[src/pkg/rtgc_regs.svh]
// Purpose: register offsets, field positions, reset values, timing counts
// Assumes: included by bare name from the design files
// Notes:   offsets are the printed serial register addresses
`ifndef RTGC_REGS_SVH
`define RTGC_REGS_SVH

`define RTGC_ADDR_RX_GAIN     8'h09
`define RTGC_ADDR_TX_ATTEN    8'h0A
`define RTGC_ADDR_SRC_CFG     8'h0B
`define RTGC_ADDR_TX_OUT_CFG  8'h0E

`define RTGC_BIT_UPD_EN       6
`define RTGC_BIT_TXSEL        6
`define RTGC_BIT_RXSEL        5
`define RTGC_BIT_SW_STROBE    3
`define RTGC_BIT_NIB_EN       2
`define RTGC_BIT_MAP3         1
`define RTGC_BIT_CONV_ONLY    0

`define RTGC_RX_GAIN_RST      6'h00
`define RTGC_TX_ATTEN_RST     6'h00
`define RTGC_RX_MIN_DB        8'hF4
`define RTGC_MAP3_STEP_DB     8'h08

`define RTGC_SER_CLK_MHZ      32
`define RTGC_CORE_CLK_MHZ     50
`define RTGC_SER_BITS         20
`define RTGC_IFACE_DIV        4'h4

`endif

[src/pkg/rtgc_pkg.sv]
// Purpose: shared types of the gain-control block
// Assumes: constants live in rtgc_regs.svh
// Notes:   types only
package rtgc_pkg;
    typedef logic [5:0] rtgc_code_t;
    typedef struct packed
    {
        logic [2:0] stage1;
        logic [2:0] stage2;
        logic [2:0] stage3;
    } rtgc_stages_t;
    typedef enum logic [2:0]
    {
        RTGC_IDLE  = 3'b001,
        RTGC_SHIFT = 3'b010,
        RTGC_DONE  = 3'b100
    } rtgc_ser_state_t;
endpackage

[src/pkg/rtgc_if.sv]
// Purpose: pins between the front-end gain logic and the baseband asic
// Assumes: both ends on i_core_clk
// Notes:   serial data return is a plain one-way pin
`timescale 1ns/1ns
interface rtgc_if;
    logic       iface_clock_out; // interface clock enable from device
    logic [5:0] tx_nibble;       // transmit nibble port
    logic       tx_nibble_sync;  // nibble sync
    logic       gain_strobe;     // gain strobe pin
    logic [5:0] direct_gain_port;// direct gain port
    logic       ser_sel;         // serial select, high during a frame
    logic       ser_clk;         // serial bit enable
    logic       ser_din;         // serial data to device
    logic       ser_dout;        // serial data from device

    modport dev
    (
        output iface_clock_out,
        input  tx_nibble, tx_nibble_sync, gain_strobe, direct_gain_port,
        input  ser_sel, ser_clk, ser_din,
        output ser_dout
    );
    modport asic
    (
        input  iface_clock_out,
        output tx_nibble, tx_nibble_sync, gain_strobe, direct_gain_port,
        output ser_sel, ser_clk, ser_din,
        input  ser_dout
    );
endinterface

[src/verilog/rtgc_dev_end.sv]
// Function
// RULE_01: six-bit receive gain, -12 to +48 dB; code maps 0..63 to -12..+51 dB
// RULE_02: lookup spreads gain over three stages
// RULE_03: receive gain resets to -12 dB
// RULE_04: three load sources for receive gain
// RULE_05: serial write/readback of receive code
// RULE_06: software sets update bit per access
// RULE_07: nibble-port loading only in full duplex
// RULE_08: strobe high, sync low, one clock
// RULE_09: strobe low routes nibbles to filter
// RULE_10: software strobe acts as held strobe
// RULE_11: config bit enables nibble-port gain loading
// RULE_12: direct port loads selected register unstrobed
// RULE_13: direct port default in half duplex
// RULE_14: bits select receive or transmit routing
// RULE_15: software sequences direct port switch-over
// RULE_16: 3-bit map from port bits 5:3
// RULE_17: config bit selects 3-bit mapping
// RULE_18: six-bit transmit attenuation word
// RULE_19: converter-only map uses four lsbs
// RULE_20: serial access of transmit attenuation code
// RULE_21: transmit attenuation resets to minimum
// RULE_22: config bit bypasses current amplifier
// RULE_23: strobe low during transmit data
// RULE_24: readback returns current register contents
//
// Purpose: gain registers of the front end, device side
// Assumes: mode and config straps are static; pins cross two flops
// Notes:   serial frame = rw(1 read), 7-bit addr, 8-bit data, msb first
`timescale 1ns/1ns
`include "rtgc_regs.svh"
module rtgc_dev_end
#(
    parameter logic [3:0] IFACE_DIV = `RTGC_IFACE_DIV // clock enable divider
)
(
    input  wire logic        i_core_clk,    // 50 MHz clock
    input  wire logic        i_reset,       // sync reset, high
    rtgc_if.dev              bus,           // pins to asic
    input  wire logic        i_mode_full,   // mode strap, 1 full duplex
    input  wire logic        i_config_hi,   // config strap
    output logic       [5:0] o_rx_gain,     // receive gain code
    output rtgc_pkg::rtgc_stages_t o_stages,// three stage settings
    output logic       [7:0] o_rx_gain_db,  // applied gain, signed dB
    output logic       [5:0] o_tx_atten,    // transmit attenuation word
    output logic       [3:0] o_conv_atten,  // converter attenuation
    output logic       [5:0] o_amp_atten,   // current amplifier attenuation
    output logic             o_amp_enable,  // current amplifier path on
    output logic       [5:0] o_filt_data,   // nibble to interpolation filter
    output logic             o_filt_valid,  // nibble valid
    output logic             o_filt_sync    // nibble sync to filter
);
    // ------------------------------------------------------------
    // pin synchronisers and interface clock
    // ------------------------------------------------------------
    logic [17:0] s1;
    logic [17:0] s2;
    logic [3:0]  div;
    logic        ick;
    logic        sclk_q;
    logic [7:0]  src_cfg;
    logic [7:0]  out_cfg;
    logic [5:0]  rx_gain;
    logic [5:0]  tx_atten;
    logic        strap_done;

    // two flops for every asynchronous pin
    always_ff @(posedge i_core_clk)
    begin
        s1 <= {i_mode_full, i_config_hi, bus.tx_nibble, bus.tx_nibble_sync, bus.gain_strobe,
               bus.direct_gain_port, bus.ser_sel, bus.ser_clk};
        s2 <= s1;
    end

    wire [5:0] p_nib  = s2[15:10];
    wire       p_sync = s2[9];
    wire       p_gain = s2[8];
    wire [5:0] p_dir  = s2[7:2];
    wire       p_sel  = s2[1];
    wire       p_sclk = s2[0];
    wire       p_mode = s2[17]; // straps are pins as well
    wire       p_cfg  = s2[16];

    // divider gives the interface clock enable, driven out as well
    always_ff @(posedge i_core_clk)
    begin
        if (i_reset)
        begin
            div <= 4'h0;
            ick <= 1'b0;
        end
        else
        begin
            div <= (div == IFACE_DIV - 4'h1) ? 4'h0 : div + 4'h1;
            ick <= (div == IFACE_DIV - 4'h1);
        end
    end

    // ------------------------------------------------------------
    // serial slave
    // ------------------------------------------------------------
    logic [15:0] sh;
    logic [4:0]  bits;
    logic        ser_din_q;
    logic [7:0]  rsh;
    logic        wr_stb;
    logic [6:0]  wr_addr;
    logic [7:0]  wr_data;
    logic        s1d;

    // data pin synchronised apart, sampled on the bit enable
    always_ff @(posedge i_core_clk)
    begin
        s1d <= bus.ser_din;
        ser_din_q <= s1d;
    end

    // read returns the live register at address phase end
    function automatic logic [7:0] rd_val(input logic [6:0] a);
        case ({1'b0, a})
            `RTGC_ADDR_RX_GAIN:    rd_val = {2'b01, rx_gain};  // RULE_24
            `RTGC_ADDR_TX_ATTEN:   rd_val = {2'b01, tx_atten}; // RULE_24
            `RTGC_ADDR_SRC_CFG:    rd_val = src_cfg;
            `RTGC_ADDR_TX_OUT_CFG: rd_val = out_cfg;
            default:               rd_val = 8'h00;
        endcase
    endfunction

    always_ff @(posedge i_core_clk)
    begin
        if (i_reset)
        begin
            sh <= 16'h0000;
            bits <= 5'h00;
            sclk_q <= 1'b0;
            wr_stb <= 1'b0;
            wr_addr <= 7'h00;
            wr_data <= 8'h00;
            rsh <= 8'h00;
        end
        else
        begin
            sclk_q <= p_sclk;
            wr_stb <= 1'b0;
            if (!p_sel)
                bits <= 5'h00;
            else if (p_sclk && !sclk_q)
            begin
                sh <= {sh[14:0], ser_din_q};
                bits <= bits + 5'h01;
                // read data on its own shifter so the frame bits stay intact
                if (bits == 5'h07 && sh[6])
                    rsh <= rd_val({sh[5:0], ser_din_q});
                else
                    rsh <= {rsh[6:0], 1'b0};
                if (bits == 5'h0F && !sh[14])
                begin
                    wr_stb <= 1'b1;
                    wr_addr <= sh[13:7];
                    wr_data <= {sh[6:0], ser_din_q};
                end
            end
        end
    end
    assign bus.ser_dout = rsh[7]; // straight from the flop, no extra cycle
    assign bus.iface_clock_out = ick;

    // ------------------------------------------------------------
    // configuration registers, straps taken after reset
    // ------------------------------------------------------------
    always_ff @(posedge i_core_clk)
    begin
        if (i_reset)
        begin
            src_cfg <= 8'h00;
            out_cfg <= 8'h00;
            strap_done <= 1'b0;
        end
        else if (!strap_done)
        begin
            strap_done <= 1'b1;
            src_cfg[`RTGC_BIT_NIB_EN] <= p_mode;           // RULE_07
            src_cfg[`RTGC_BIT_RXSEL]  <= ~p_mode;          // RULE_13
            src_cfg[`RTGC_BIT_MAP3]   <= ~p_mode & p_cfg;  // RULE_17
        end
        else if (wr_stb && {1'b0, wr_addr} == `RTGC_ADDR_SRC_CFG)
            src_cfg <= wr_data;
        else if (wr_stb && {1'b0, wr_addr} == `RTGC_ADDR_TX_OUT_CFG)
            out_cfg <= wr_data;
    end

    // ------------------------------------------------------------
    // gain registers
    // ------------------------------------------------------------
    wire strobe  = p_gain | src_cfg[`RTGC_BIT_SW_STROBE];            // RULE_10
    wire nib_ld  = p_mode & src_cfg[`RTGC_BIT_NIB_EN]                // RULE_11
                   & strobe & ~p_sync & ick;                          // RULE_08
    wire rx_dir  = src_cfg[`RTGC_BIT_RXSEL];                          // RULE_14
    wire tx_dir  = src_cfg[`RTGC_BIT_TXSEL];                          // RULE_14
    wire rx_spi  = wr_stb && {1'b0, wr_addr} == `RTGC_ADDR_RX_GAIN
                   && wr_data[`RTGC_BIT_UPD_EN];                      // RULE_06
    wire tx_spi  = wr_stb && {1'b0, wr_addr} == `RTGC_ADDR_TX_ATTEN
                   && wr_data[`RTGC_BIT_UPD_EN];                      // RULE_20

    // receive gain: serial over nibble over direct port
    always_ff @(posedge i_core_clk)
    begin
        if (i_reset || !strap_done)
            rx_gain <= `RTGC_RX_GAIN_RST; // RULE_03
        else if (rx_spi)
            rx_gain <= wr_data[5:0];      // RULE_05
        else if (nib_ld)
            rx_gain <= p_nib;             // RULE_04
        else if (rx_dir)
            rx_gain <= p_dir;             // RULE_12
    end

    // transmit attenuation: serial over direct port
    always_ff @(posedge i_core_clk)
    begin
        if (i_reset)
            tx_atten <= `RTGC_TX_ATTEN_RST; // RULE_21
        else if (tx_spi)
            tx_atten <= wr_data[5:0];       // RULE_20
        else if (tx_dir)
            tx_atten <= p_dir;              // RULE_12
    end

    // ------------------------------------------------------------
    // gain mapping and outputs
    // ------------------------------------------------------------
    // 3-bit map: 000/001 -> -12 dB, else +8 dB per step
    function automatic logic [7:0] gain_db(input logic [5:0] c, input logic m3);
        logic [2:0] k;
        k = c[5:3];
        if (m3)
            gain_db = (k < 3'h2) ? `RTGC_RX_MIN_DB                    // RULE_16
                      : 8'(`RTGC_RX_MIN_DB + (k - 3'h1) * `RTGC_MAP3_STEP_DB);
        else
            gain_db = 8'(`RTGC_RX_MIN_DB + {2'b00, c});               // RULE_01
    endfunction

    // lookup: total 0..63 dB above minimum split into three stages
    function automatic rtgc_pkg::rtgc_stages_t split(input logic [7:0] db);
        logic [7:0] u;
        rtgc_pkg::rtgc_stages_t s;
        u = 8'(db - `RTGC_RX_MIN_DB);
        s.stage1 = (u > 8'h17) ? 3'h7 : 3'(u >> 2);
        s.stage2 = (u > 8'h2F) ? 3'h7 : (u > 8'h17) ? 3'(8'(u - 8'h18) >> 2) : 3'h0;
        s.stage3 = (u > 8'h2F) ? 3'(8'(u - 8'h30) >> 2) : 3'h0;
        split = s;
    endfunction

    // registered outputs
    always_ff @(posedge i_core_clk)
    begin
        if (i_reset)
        begin
            o_rx_gain <= 6'h00;
            o_rx_gain_db <= `RTGC_RX_MIN_DB;
            o_stages <= '0;
            o_tx_atten <= 6'h00;
            o_conv_atten <= 4'h0;
            o_amp_atten <= 6'h00;
            o_amp_enable <= 1'b1;
        end
        else
        begin
            o_rx_gain <= rx_gain;
            o_rx_gain_db <= gain_db(rx_gain, src_cfg[`RTGC_BIT_MAP3]);
            o_stages <= split(gain_db(rx_gain, src_cfg[`RTGC_BIT_MAP3])); // RULE_02
            o_tx_atten <= tx_atten;                                        // RULE_18
            o_conv_atten <= out_cfg[`RTGC_BIT_CONV_ONLY] ? tx_atten[3:0]   // RULE_19
                            : 4'h0;
            o_amp_atten <= out_cfg[`RTGC_BIT_CONV_ONLY] ? 6'h00 : tx_atten;
            o_amp_enable <= ~out_cfg[`RTGC_BIT_CONV_ONLY];                 // RULE_22
        end
    end

    // nibbles go to the filter only while no strobe
    always_ff @(posedge i_core_clk)
    begin
        if (i_reset)
        begin
            o_filt_data <= 6'h00;
            o_filt_valid <= 1'b0;
            o_filt_sync <= 1'b0;
        end
        else
        begin
            o_filt_valid <= ick & ~strobe & p_mode; // RULE_09
            o_filt_data <= p_nib;
            o_filt_sync <= p_sync;
        end
    end
endmodule

[src/flat_wrapper.sv]
// flat-port wrapper written by rule: the top's interface ports become plain ports
module rtgc_dev_end_flat 
#(
    parameter logic [3:0] IFACE_DIV = `RTGC_IFACE_DIV                        
)
  (i_core_clk, i_reset, i_mode_full, i_config_hi, o_rx_gain, o_stages, o_rx_gain_db, o_tx_atten, o_conv_atten, o_amp_atten, o_amp_enable, o_filt_data, o_filt_valid, o_filt_sync, bus_iface_clock_out, bus_tx_nibble, bus_tx_nibble_sync, bus_gain_strobe, bus_direct_gain_port, bus_ser_sel, bus_ser_clk, bus_ser_din, bus_ser_dout);
  rtgc_if bus_i ();
  input  wire logic i_core_clk;
  input  wire logic i_reset;
  input  wire logic i_mode_full;
  input  wire logic i_config_hi;
  output logic       [5:0] o_rx_gain;
  output rtgc_pkg::rtgc_stages_t o_stages;
  output logic       [7:0] o_rx_gain_db;
  output logic       [5:0] o_tx_atten;
  output logic       [3:0] o_conv_atten;
  output logic       [5:0] o_amp_atten;
  output logic o_amp_enable;
  output logic       [5:0] o_filt_data;
  output logic o_filt_valid;
  output logic o_filt_sync;
  output wire logic [$bits(bus_i.iface_clock_out)-1:0] bus_iface_clock_out;
  input wire logic [$bits(bus_i.tx_nibble)-1:0] bus_tx_nibble;
  input wire logic [$bits(bus_i.tx_nibble_sync)-1:0] bus_tx_nibble_sync;
  input wire logic [$bits(bus_i.gain_strobe)-1:0] bus_gain_strobe;
  input wire logic [$bits(bus_i.direct_gain_port)-1:0] bus_direct_gain_port;
  input wire logic [$bits(bus_i.ser_sel)-1:0] bus_ser_sel;
  input wire logic [$bits(bus_i.ser_clk)-1:0] bus_ser_clk;
  input wire logic [$bits(bus_i.ser_din)-1:0] bus_ser_din;
  output wire logic [$bits(bus_i.ser_dout)-1:0] bus_ser_dout;
  assign bus_iface_clock_out = bus_i.iface_clock_out;
  assign bus_i.tx_nibble = bus_tx_nibble;
  assign bus_i.tx_nibble_sync = bus_tx_nibble_sync;
  assign bus_i.gain_strobe = bus_gain_strobe;
  assign bus_i.direct_gain_port = bus_direct_gain_port;
  assign bus_i.ser_sel = bus_ser_sel;
  assign bus_i.ser_clk = bus_ser_clk;
  assign bus_i.ser_din = bus_ser_din;
  assign bus_ser_dout = bus_i.ser_dout;
  rtgc_dev_end #(.IFACE_DIV(IFACE_DIV)) u_core (.i_core_clk(i_core_clk), .i_reset(i_reset), .bus(bus_i), .i_mode_full(i_mode_full), .i_config_hi(i_config_hi), .o_rx_gain(o_rx_gain), .o_stages(o_stages), .o_rx_gain_db(o_rx_gain_db), .o_tx_atten(o_tx_atten), .o_conv_atten(o_conv_atten), .o_amp_atten(o_amp_atten), .o_amp_enable(o_amp_enable), .o_filt_data(o_filt_data), .o_filt_valid(o_filt_valid), .o_filt_sync(o_filt_sync));
endmodule
[config.mk]
export PLATFORM = sky130hd
export DESIGN_NAME = rtgc_dev_end_flat
export DESIGN_NICKNAME = d
export VERILOG_FILES = /design/src/pkg/rtgc_pkg.sv /design/src/pkg/rtgc_if.sv /design/src/verilog/rtgc_dev_end.sv /design/src/flat_wrapper.sv
export VERILOG_INCLUDE_DIRS = /design/src /design/src/pkg
export SDC_FILE = /design/constraint.sdc
export NUM_CORES = 1
export LEC_CHECK = 0
export ABC_AREA = 1
export BUFFER_PORTS_ARGS = -buffer_cell sky130_fd_sc_hd__buf_2
export CORE_AREA = 5 5 114 116
export CTS_CLUSTER_DIAMETER = 50
export DETAILED_ROUTE_END_ITERATION = 12
export DIE_AREA = 0 0 119 121
export PLACE_DENSITY_LB_ADDON = 0.12
export RECOVER_POWER = 25
export SYNTH_ARGS = -nofsm -noshare
export SYNTH_HDL_FRONTEND = slang
export SYNTH_SLANG_ARGS = --single-unit
[constraint.sdc]
create_clock -name i_core_clk -period 5.7 [get_ports i_core_clk]
set_input_delay 0.285 -clock i_core_clk [delete_from_list [all_inputs] [get_ports i_core_clk]]
set_output_delay 0.285 -clock i_core_clk [all_outputs]
set_load 0.03 [all_outputs]
# == Word-level counts from Yosys, hierarchy flattened ==
# Cells that the tools add are included.
# classes
n_bitwise,16
muxes,18
eq_ne,12
reduce_logical,25
n_lt_le_gt_ge,3
addsub,8
# op_table
cell,count
7-bit by 4-bit equality test with 1-bit output (second input constant),8
6-bit 2-to-1 mux,6
8-bit 2-to-1 mux,4
8-bit one-hot mux with 4 select lines,1
2-bit OR reduction,5
5-bit subtractor (second input constant),2
1-bit logical AND,9
3-bit 2-to-1 mux,3
5-bit by 7-bit adder with 8-bit output (first input constant),1
8-bit adder (first input constant),1
8-bit by 5-bit > comparator with 1-bit output (second input constant),1
8-bit by 6-bit > comparator with 1-bit output (second input constant),1
1-bit inverter,8
8-bit subtractor (second input constant),1
1-bit AND,7
3-bit AND reduction,2
5-bit by 1-bit adder with 5-bit output (second input constant),1
5-bit by 3-bit equality test with 1-bit output (second input constant),1
5-bit by 4-bit equality test with 1-bit output (second input constant),1
4-bit by 1-bit adder with 4-bit output (second input constant),1
4-bit by 2-bit equality test with 1-bit output (second input constant),1
2-bit AND reduction,2
3-bit by 1-bit subtractor with 4-bit output (second input constant),1
1-bit zero test,3
other kinds (9),11
# totals
word_cells,113
input_bits,21
output_inout_bits,50
regBits,165

# == Longest topological paths before layout ==
# Gate-level depths: netlist of the first run.
# depth
word_depth,9
ltp_mapped,13
ltp_nobuf,13

# == Worst setup path before layout of the first run ==
# Ideal clock, no wire load.
# synth_path
path_kind,reg2reg
startpoint,register u_core.rx_gain[2]
endpoint,"register, netlist name u_core.o_stages[6]"
required_ps,5641
path_slack_ps,3892
setup_time_ps,59
period_less_slack_ps,1808
path_stages_with_launch,11
arrival_time_ps,1749
n_path_buf,0
path_cell_list,dfxtp_1 ha_1 a22oi_1 ha_1 inv_1 nand3_1 nor2_1 nor2_2 nand3_2 nand2_1 nand2_1
# synth_between
elab_chain_cells,6
# synth_rtl
item,line,rtl
start: declaration,rtgc_dev_end.sv:63,logic [5:0] rx_gain;
start signal: assignment,rtgc_dev_end.sv:209,rx_gain <= `RTGC_RX_GAIN_RST;
start signal: assignment,rtgc_dev_end.sv:211,rx_gain <= wr_data[5:0];
start signal: assignment,rtgc_dev_end.sv:213,rx_gain <= p_nib;
5-bit by 7-bit adder with 8-bit output (no source line) (*),--,
8-bit 2-to-1 mux (*),rtgc_dev_end.sv:236,if (m3)
8-bit 2-to-1 mux (*),rtgc_dev_end.sv:257,if (i_reset)
8-bit subtractor (no source line) (*),--,
8-bit by 5-bit > comparator with 1-bit output,rtgc_dev_end.sv:248,s.stage1 = (u > 8'h17) ? 3'h7 : 3'(u >> 2);
3-bit 2-to-1 mux (*),rtgc_dev_end.sv:248,
# Mark *: on every way between the ends. The rest lies on a longest branch, timed or not. The select of a mux whose other input is x is not followed.
# A chain may end at the register's enable or synchronous reset.

# == Worst setup path in the final report of the first run ==
# layout_path
startpoint,register u_core.s2[0]
endpoint,register u_core.wr_addr[4]
# layout_between
elab_chain_cells,2
# layout_rtl
item,line,rtl
start: declaration,rtgc_dev_end.sv:57,logic [17:0] s2;
start signal: assignment,rtgc_dev_end.sv:72,s2 <= s1;
1-bit logical AND,rtgc_dev_end.sv:147,else if (p_sclk && !sclk_q)
3-bit AND reduction (no source line),--,
end signal: assignment,rtgc_dev_end.sv:159,wr_addr <= sh[13:7];
end: declaration,rtgc_dev_end.sv:107,logic [6:0] wr_addr;
# No other way between the ends.

==> results of run 1 <==
==> logic make-up (layout without fill, tap and decap cells) <==
kind of cell	count (synthesis)	count (layout)
xor+xnor	2	2
fa+ha+maj	9	9
compound gates	157	157
buf+inv	108	208
simple gates	237	237
flops	165	165
==> cell type report <==
| cell class | count | share of cell area [%] |
|---|---|---|
| tap | 147 | 2.62 |
| sequential | 165 | 47.0 |
| clock inverter | 14 | 2.51 |
| multi-input combinational | 405 | 29.3 |
| clock buffer | 18 | 6.25 |
| timing repair buffer | 91 | 7.83 |
| inverter | 85 | 4.54 |
==> cells in the final DEF (no fill, tap or decap), types with 2 or more instances in the layout <==
master,count
a211oi_1,5
a21oi_1,68
a31oi_1,3
buf_2,69
bufinv_16,3
clkbuf_1,2
clkbuf_16,17
clkinv_4,3
clkinvlp_4,5
dfxtp_1,165
dlygate4sd3_1,19
ha_1,9
inv_1,79
inv_2,6
inv_6,2
nand2_1,94
nand2_2,14
nand3_1,21
nand3_2,9
nand4_1,5
nor2_1,69
nor2_2,5
nor2_4,3
nor3_1,7
nor4_1,3
o211ai_1,8
o21ai_0,68
o22ai_1,3
or2_2,3
xor2_1,2
==> layer usage <==
layer | vias to the layer above | routed length (um) | global-route usage [%] | part of all wire [%]
li1 | 2370 | - | - | -
met1 | 2043 | 5430 | 21.5 | 45
met2 | 98 | 5950 | 30.7 | 49
met3 | 19 | 532 | 4.43 | 4.4
met4 | 0 | 260 | 8.98 | 2.1
met5 | - | 0 | 0 | 0
==> registers in the layout (all words and copies together), names as in the netlist, 4 cells and up <==
register             cells
u_core.o_stages          9
u_core.src_cfg           8
u_core.sh               15
u_core.o_conv_atten      4
u_core.s1               18
u_core.wr_data           8
u_core.o_rx_gain         6
u_core.s2               18
u_core.o_filt_data       6
u_core.tx_atten          6
u_core.rsh               8
u_core.o_amp_atten       6
u_core.o_tx_atten        6
u_core.out_cfg           8
u_core.div               4
u_core.bits              5
u_core.rx_gain           6
u_core.wr_addr           7
u_core.o_rx_gain_db      8
==> worst max path at each step <==
stage	end	slack [ps]	cells past startpoint
after CTS	u_core.wr_addr[4]	2980	8
after global routing	u_core.wr_data[5]	2520	8
final	u_core.wr_addr[4]	2940	8
after floorplan	u_core.o_stages[6]	3890	10
after global placement	u_core.wr_data[1]	3150	8
after detailed placement	u_core.wr_addr[4]	2990	8
==> stage by stage <==
step / instances / util (%) / total power (W) / hold slack [ps] / worst slack (ps)
5_1_grt: 925 / 59.5 / 0.00266 / 334 / 2520
3_3_place_gp: 874 / 52.7 / 0.00140 / 311 / 3150
4_1_cts: 925 / 59.6 / 0.00258 / 323 / 2980
2_1_floorplan: 678 / - / 0.00136 / 310 / 3890
6_report: 925 / 59.5 / 0.00255 / 326 / 2940
3_5_place_dp: 874 / 52.7 / 0.00141 / 312 / 2990
==> worst max-delay path, stage by stage (launching register included) <==
cell,delay [ps]
dfxtp_1,320
inv_2,50
nor2_4,140
nand2_1,520
inv_2,450
nand3_1,610
nor2_1,300
inv_1,110
o21ai_0,170
==> power groups by stage <==
stage	clock network (W)	logic (W)	registers [W]
final	0.00116	0.000171	0.00122
after global routing	0.00125	0.000192	0.00122
after CTS	0.00119	0.000173	0.00122
after detailed placement	0	0.000162	0.00124
after global placement	0	0.000158	0.00124
after floorplan	0	0.0000899	0.00127
==> repair_timing <==
| item | in CTS | in global routing |
|---|---|---|
| hold buffers | 19 | 0 |
| endpoints found under the hold margin | 19 | 0 |
| setup buffers | 0 | 0 |
==> out/metrics.yaml, run 1 <==
cts:
  root_buffer: "clkbuf_16"
  cts_tree: "done"
  post_cts_resized: 0
  cts_buffers: 17
  clock_sinks: 165
  htreeDepth: 4
  clk_latency_ps: 420
  clockBufferDepth: 2
  clk_pin_slew_worst_paths_ps: 60
setup_path:
  required_ps: 6040
  reg2reg_from: "u_core.s2[0]"
  worst-path-max-fanout: 29
  r2r-end: "u_core.wr_addr[4]"
  reg2reg_slack_ps: 2940
  cp_data_arrival_time_ps: 3100
  crit_start: "u_core.s2[0]"
  worstRegToRegCells: 8
  crit_type: "reg -> reg"
  end_kind: "flop"
  start_kind: "flop"
global_routing:
  grt_pass1_wl_um: 20900
  antenna_found_initial: 0
  gr-total-overflow: 0
  grt_pass1_vias: 4448
  grt_usage_pct: 18.1
  grt_max_degree: 66
timing:
  worst_pin_slew_ps: 1900
  max_freq_mhz: 363
  clock_skew_ps: 11.3
  tns_ps: 0
  fin_crit_sh_pct: 48.3
  hold_viol: 0
  rsz0062_at_grt: "no"
  slew_headroom_pct: -26.9
  maxSlewViolCount: 40
  min_period_ps: 2760
  setup_viol: 0
pwr:
  p_clk_share_pct: 45.5
  power_frac_seq_pct: 47.8
  p_leak_nw: 3.06
  p_per_area_mw_per_mm2: 362
  p_sw_share_pct: 23.1
  p_int_w: 0.00196
  vdd_ir_drop_max_v: 0.000202
  switchingPower_w: 0.000589
  comb_power_share_pct: 6.7
worst_hold_path:
  min_from: "u_core.s1[17]"
  holdPathEnd: "u_core.s2[17]"
  hold_class: "reg -> reg"
  hold_depth: 0
logic_synthesis:
  synth_fa_ha_area_share_pct: 1.95
  yosysTopAreaCell: "dfxtp_1"
  synth_top_family_by_area: "simple AND/OR/NAND/NOR gates"
  syn_nets: 708
  synthMuxAreaShare_pct: 0
  synth-compound-area-share_pct: 14.3
  ys_types: 33
  synth_edf_count: 0
  yosysMostFrequentCell: "dfxtp_1"
  synth-simple-area-share_pct: 19.0
  syn_area_per_cell_um2: 8.52
  ys_ff_latch: 165
  synth_common_cells: "dfxtp_1 (165), nand2_1 (94), inv_1 (79)"
  ys_seq_area_share_pct: 57.2
  synth_top_area_share_pct: 57.2
  postSynth.asyncResetShare_pct: 0
  yosysWarnings: 0
  syn_area_mm2: 0.00578
  ys_top_cells_by_area: "dfxtp_1 (57%), nand2_1 (6.1%), a21oi_1 (5.9%), o21ai_0 (5.9%), inv_1 (5.1%)"
  syn_inst: 678
  synth_flop_cell: "dfxtp_1"
  yosys.area_share.xor_xnor_pct: 0.303
finish:
  synthToLayoutAreaGrowth_pct: 21.6
  nNetsFinal: 795
  multi_input_area_mm2: 0.00206
  filler_cell_count: 1054
  finalInstanceArea_mm2: 0.00703
  regArea_mm2: 0.00330
  drive_above_1_share_pct: 18.5
  n_antenna_cell: 0
die:
  dieHeight_um: 121
  row_count: 40
  die_w_um: 119
  core_mm2: 0.0118
  die_area_mm2: 0.0144
  initial_core_util_pct: 48.9
  io_pins: 71
place:
  dpl.hpwl_um: 8580
  place.gp.congestion: 0.886
  numPortBuffers: 70
  placed_cell_area_mm2: 0.00623
detailed_routing:
  vias: 4530
  firstDrtPassIters: 6
  ant_nets: 0
  wl_per_cell_um: 13.2
  route.detailed.drc: 0
  via_per_inst: 4.90
  finalWirelength_um: 12200
  drt_iter0_drc: 343
outcome:
  violations: "max-capacitance violations, max-slew violations"
  status: "finished, violations left"
flow_run:
  drv_cap: 1
No activity file was read; power rests on OpenSTA's default activity.
==> inputs of run 2 (changes only) <==
Settings changed: ABC_AREA 1 to 0.
Clock period 5.7 ns to 2.8 ns, I/O delays scaled along.
==> run 2 against run 1 <==
  * The run still ends with max-capacitance violations, max-slew violations left
  * Design area decreased by 1.4%
  * Setup slack worse by 2600 ps
  * Worst hold slack about the same
  * Sequential share of layout area rose by 0.67 points
  * Register-to-register slack worse by 2600 ps
  * Via count decreased by 7.5%
  * Sequential power grew 100%
  * Routed wire length shrank 2.8%
  * Synthesized area shrank 0.43%
  * Non-clock buffer count grew 5
  * Final cell count decreased by 11%
  * Global-route usage down 0.39 points
  * Critical path type unchanged
  * Critical endpoint is now u_core.o_stages[1]
  * Largest cell class unchanged
  * Largest power group unchanged
  * Highest routed layer unchanged
==> out/metrics.yaml, run 2 <==
outcome:
  status: "finished, violations left"
  violations: "max-capacitance violations, max-slew violations"
finish:
  layout_common_cells: "dfxtp_1 (165), nand2_1 (89), buf_2 (69), nor2_1 (50), a21oi_1 (49)"
  n_antenna_cell: 0
  drive_above_1_share_pct: 17.1
  reg_top3: "u_core.s1 x18, u_core.s2 x18, u_core.sh x15"
  finalInstanceArea_mm2: 0.00693
  final_common_cell: "dfxtp_1"
  nNetsFinal: 694
  synthToLayoutAreaGrowth_pct: 20.5
detailed_routing:
  drt_iter0_drc: 260
  route.detailed.drc: 0
  wl_per_cell_um: 14.4
  via_per_inst: 5.10
  firstDrtPassIters: 4
  vias: 4188
  finalWirelength_um: 11800
  ant_nets: 0
logic_synthesis:
  yosysMostFrequentCell: "dfxtp_1"
  postSynth.asyncResetShare_pct: 0
  yosysTopAreaCell: "dfxtp_1"
  ys_top_cells_by_area: "dfxtp_1 (57%), mux2i_1 (7.7%), nand2_1 (5.8%), a21oi_1 (4.3%), nor2_1 (3.3%)"
  synth_edf_count: 0
  synth-compound-area-share_pct: 10.5
  ys_seq_area_share_pct: 57.4
  yosysWarnings: 0
  yosys.area_share.xor_xnor_pct: 1.35
  synth_top_area_share_pct: 57.4
  synth_top_family_by_area: "simple AND/OR/NAND/NOR gates"
  ys_ff_latch: 165
  ys_types: 51
  synthMuxAreaShare_pct: 8.44
  synth_fa_ha_area_share_pct: 1.96
  syn_nets: 612
  synth_common_cells: "dfxtp_1 (165), nand2_1 (89), nor2_1 (50)"
  syn_area_mm2: 0.00575
  syn_area_per_cell_um2: 9.89
  syn_inst: 582
  synth_flop_cell: "dfxtp_1"
  synth-simple-area-share_pct: 17.2
worst_hold_path:
  hold_class: "reg -> reg"
  holdPathEnd: "u_core.s2[12]"
  hold_depth: 0
  min_from: "u_core.s1[12]"
timing:
  maxSlewViolCount: 78
  slew_headroom_pct: -16.1
  worst_pin_slew_ps: 1740
  tns_ps: 0
  min_period_ps: 2490
  rsz0062_at_grt: "no"
  clock_skew_ps: 6.40
  setup_viol: 0
  max_freq_mhz: 402
  hold_viol: 0
  fin_crit_sh_pct: 88.9
global_routing:
  grt_usage_pct: 17.7
  antenna_found_initial: 0
  gr-total-overflow: 0
  grt_pass1_wl_um: 20300
  grt_pass1_vias: 4230
  grt_max_degree: 42
cts:
  clk_latency_ps: 420
  clk_pin_slew_worst_paths_ps: 60
  post_cts_resized: 0
  cts_buffers: 17
  postCtsHoldBufs: 19
  cts_tree: "done"
  clock_sinks: 165
  clockBufferDepth: 2
  htreeDepth: 4
  cts_setup_buffers: 0
  root_buffer: "clkbuf_16"
die:
  row_count: 40
  die_w_um: 119
  io_pins: 71
  core_mm2: 0.0118
  die_area_mm2: 0.0144
  dieHeight_um: 121
  initial_core_util_pct: 48.7
place:
  numPortBuffers: 70
  place.gp.congestion: 0.781
  dpl.hpwl_um: 8160
  placed_cell_area_mm2: 0.00620
setup_path:
  cp_data_arrival_time_ps: 2820
  crit_chain: "inv_1, ha_1, xnor2_1, mux2_2, a21o_2, xor2_2, nand2_1, a211oi_2"
  cpPeakStageDelay_ps: 510
  reg2reg_from: "u_core.rx_gain[4]"
  required_ps: 3130
  cp_slowest_cell: "dfxtp_1"
  crit_type: "reg -> reg"
  r2r-end: "u_core.o_stages[1]"
  reg2reg_slack_ps: 310
  worstRegToRegCells: 8
  worst-path-max-fanout: 9
  start_kind: "flop"
  end_kind: "flop"
flow_run:
  drv_cap: 2
pwr:
  vdd_ir_drop_max_v: 0.000420
  p_per_area_mw_per_mm2: 698
  p_leak_nw: 2.75
run 2: cell types whose count changed after synthesis, sizes merged, moves of 7 or more:
| cell | before | now |
|---|---|---|
| a21oi | 68 | 49 |
| nand2 | 109 | 89 |
| o21ai | 69 | 15 |
| nor2 | 77 | 50 |
| mux2i | 0 | 44 |
| inv | 85 | 10 |
| nor2b | 0 | 28 |
| a211oi | 5 | 12 |
| nand3 | 30 | 4 |
| and2 | 0 | 9 |
run 2: final cells by class:
type                            count  area, um^2
Timing Repair Buffer               96         584
Multi-Input combinational cell    373        2270
Clock inverter                      7        75.1
Inverter                           11        41.3
Tap cell                          147         184
Sequential cell                   165        3300
Clock buffer                       22         474
Fill cell                        1053        4880
run 2: kinds of logic (layout without fill, tap and decap cells):
kind of cell / Yosys count / in the layout
flip-flops: 165 / 165
AO/OA/AOI/OAI: 98 / 98
adder cells (fa/ha/maj): 9 / 9
XOR/XNOR: 8 / 8
multiplexers: 48 / 48
AND/OR/NAND/NOR: 210 / 210
buffers and inverters: 44 / 136
run 2: worst max-delay path by stage:
stage	from	to	cells after the start
6_report	u_core.rx_gain[4]	u_core.o_stages[1]	8
5_1_grt	u_core.rx_gain[4]	u_core.o_stages[7]	8
4_1_cts	u_core.rx_gain[4]	u_core.o_stages[1]	8
3_5_place_dp	u_core.rx_gain[4]	u_core.o_stages[1]	8
3_3_place_gp	u_core.rx_gain[4]	u_core.o_stages[1]	8
2_1_floorplan	u_core.rx_gain[4]	u_core.o_stages[1]	9
run 2: per-stage QoR:
| step | hold slack, ps | worst slack, ps | total power, W | instances | util (%) |
|---|---|---|---|---|---|
| after floorplan | 168 | 649 | 0.00265 | 582 | - |
| after global placement | 242 | 488 | 0.00271 | 773 | 52.5 |
| after global routing | 332 | 165 | 0.00503 | 821 | 58.7 |
| after CTS | 121 | 339 | 0.00489 | 821 | 58.8 |
| after detailed placement | 244 | 364 | 0.00272 | 773 | 52.5 |
| final | 325 | 310 | 0.00484 | 821 | 58.7 |
run 2: power breakdown:
part           internal [W]  switching [W]  leakage, nW
logic             0.0000908       0.000149         1.14
clock network       0.00128       0.000874        0.261
registers           0.00241      0.0000333         1.35
run 2: critical path: cells and delay by family (launching register included):
family / cells / cell delay (ps)
flip-flops: 1 / 510
AO/OA/AOI/OAI: 2 / 480
XOR/XNOR: 2 / 470
adder cells (fa/ha/maj): 1 / 360
multiplexers: 1 / 270
buffers and inverters: 1 / 160
AND/OR/NAND/NOR: 1 / 150
run 2: per-layer routing:
layer / part of all wire [%] / global-route usage, % / vias to the layer above
met4: 2.1 / 7.68 / 0
met5: 0 / 0 / -
met3: 4.8 / 5.17 / 24
met2: 48 / 29.9 / 99
li1: - / - / 2130
met1: 45 / 21.0 / 1935
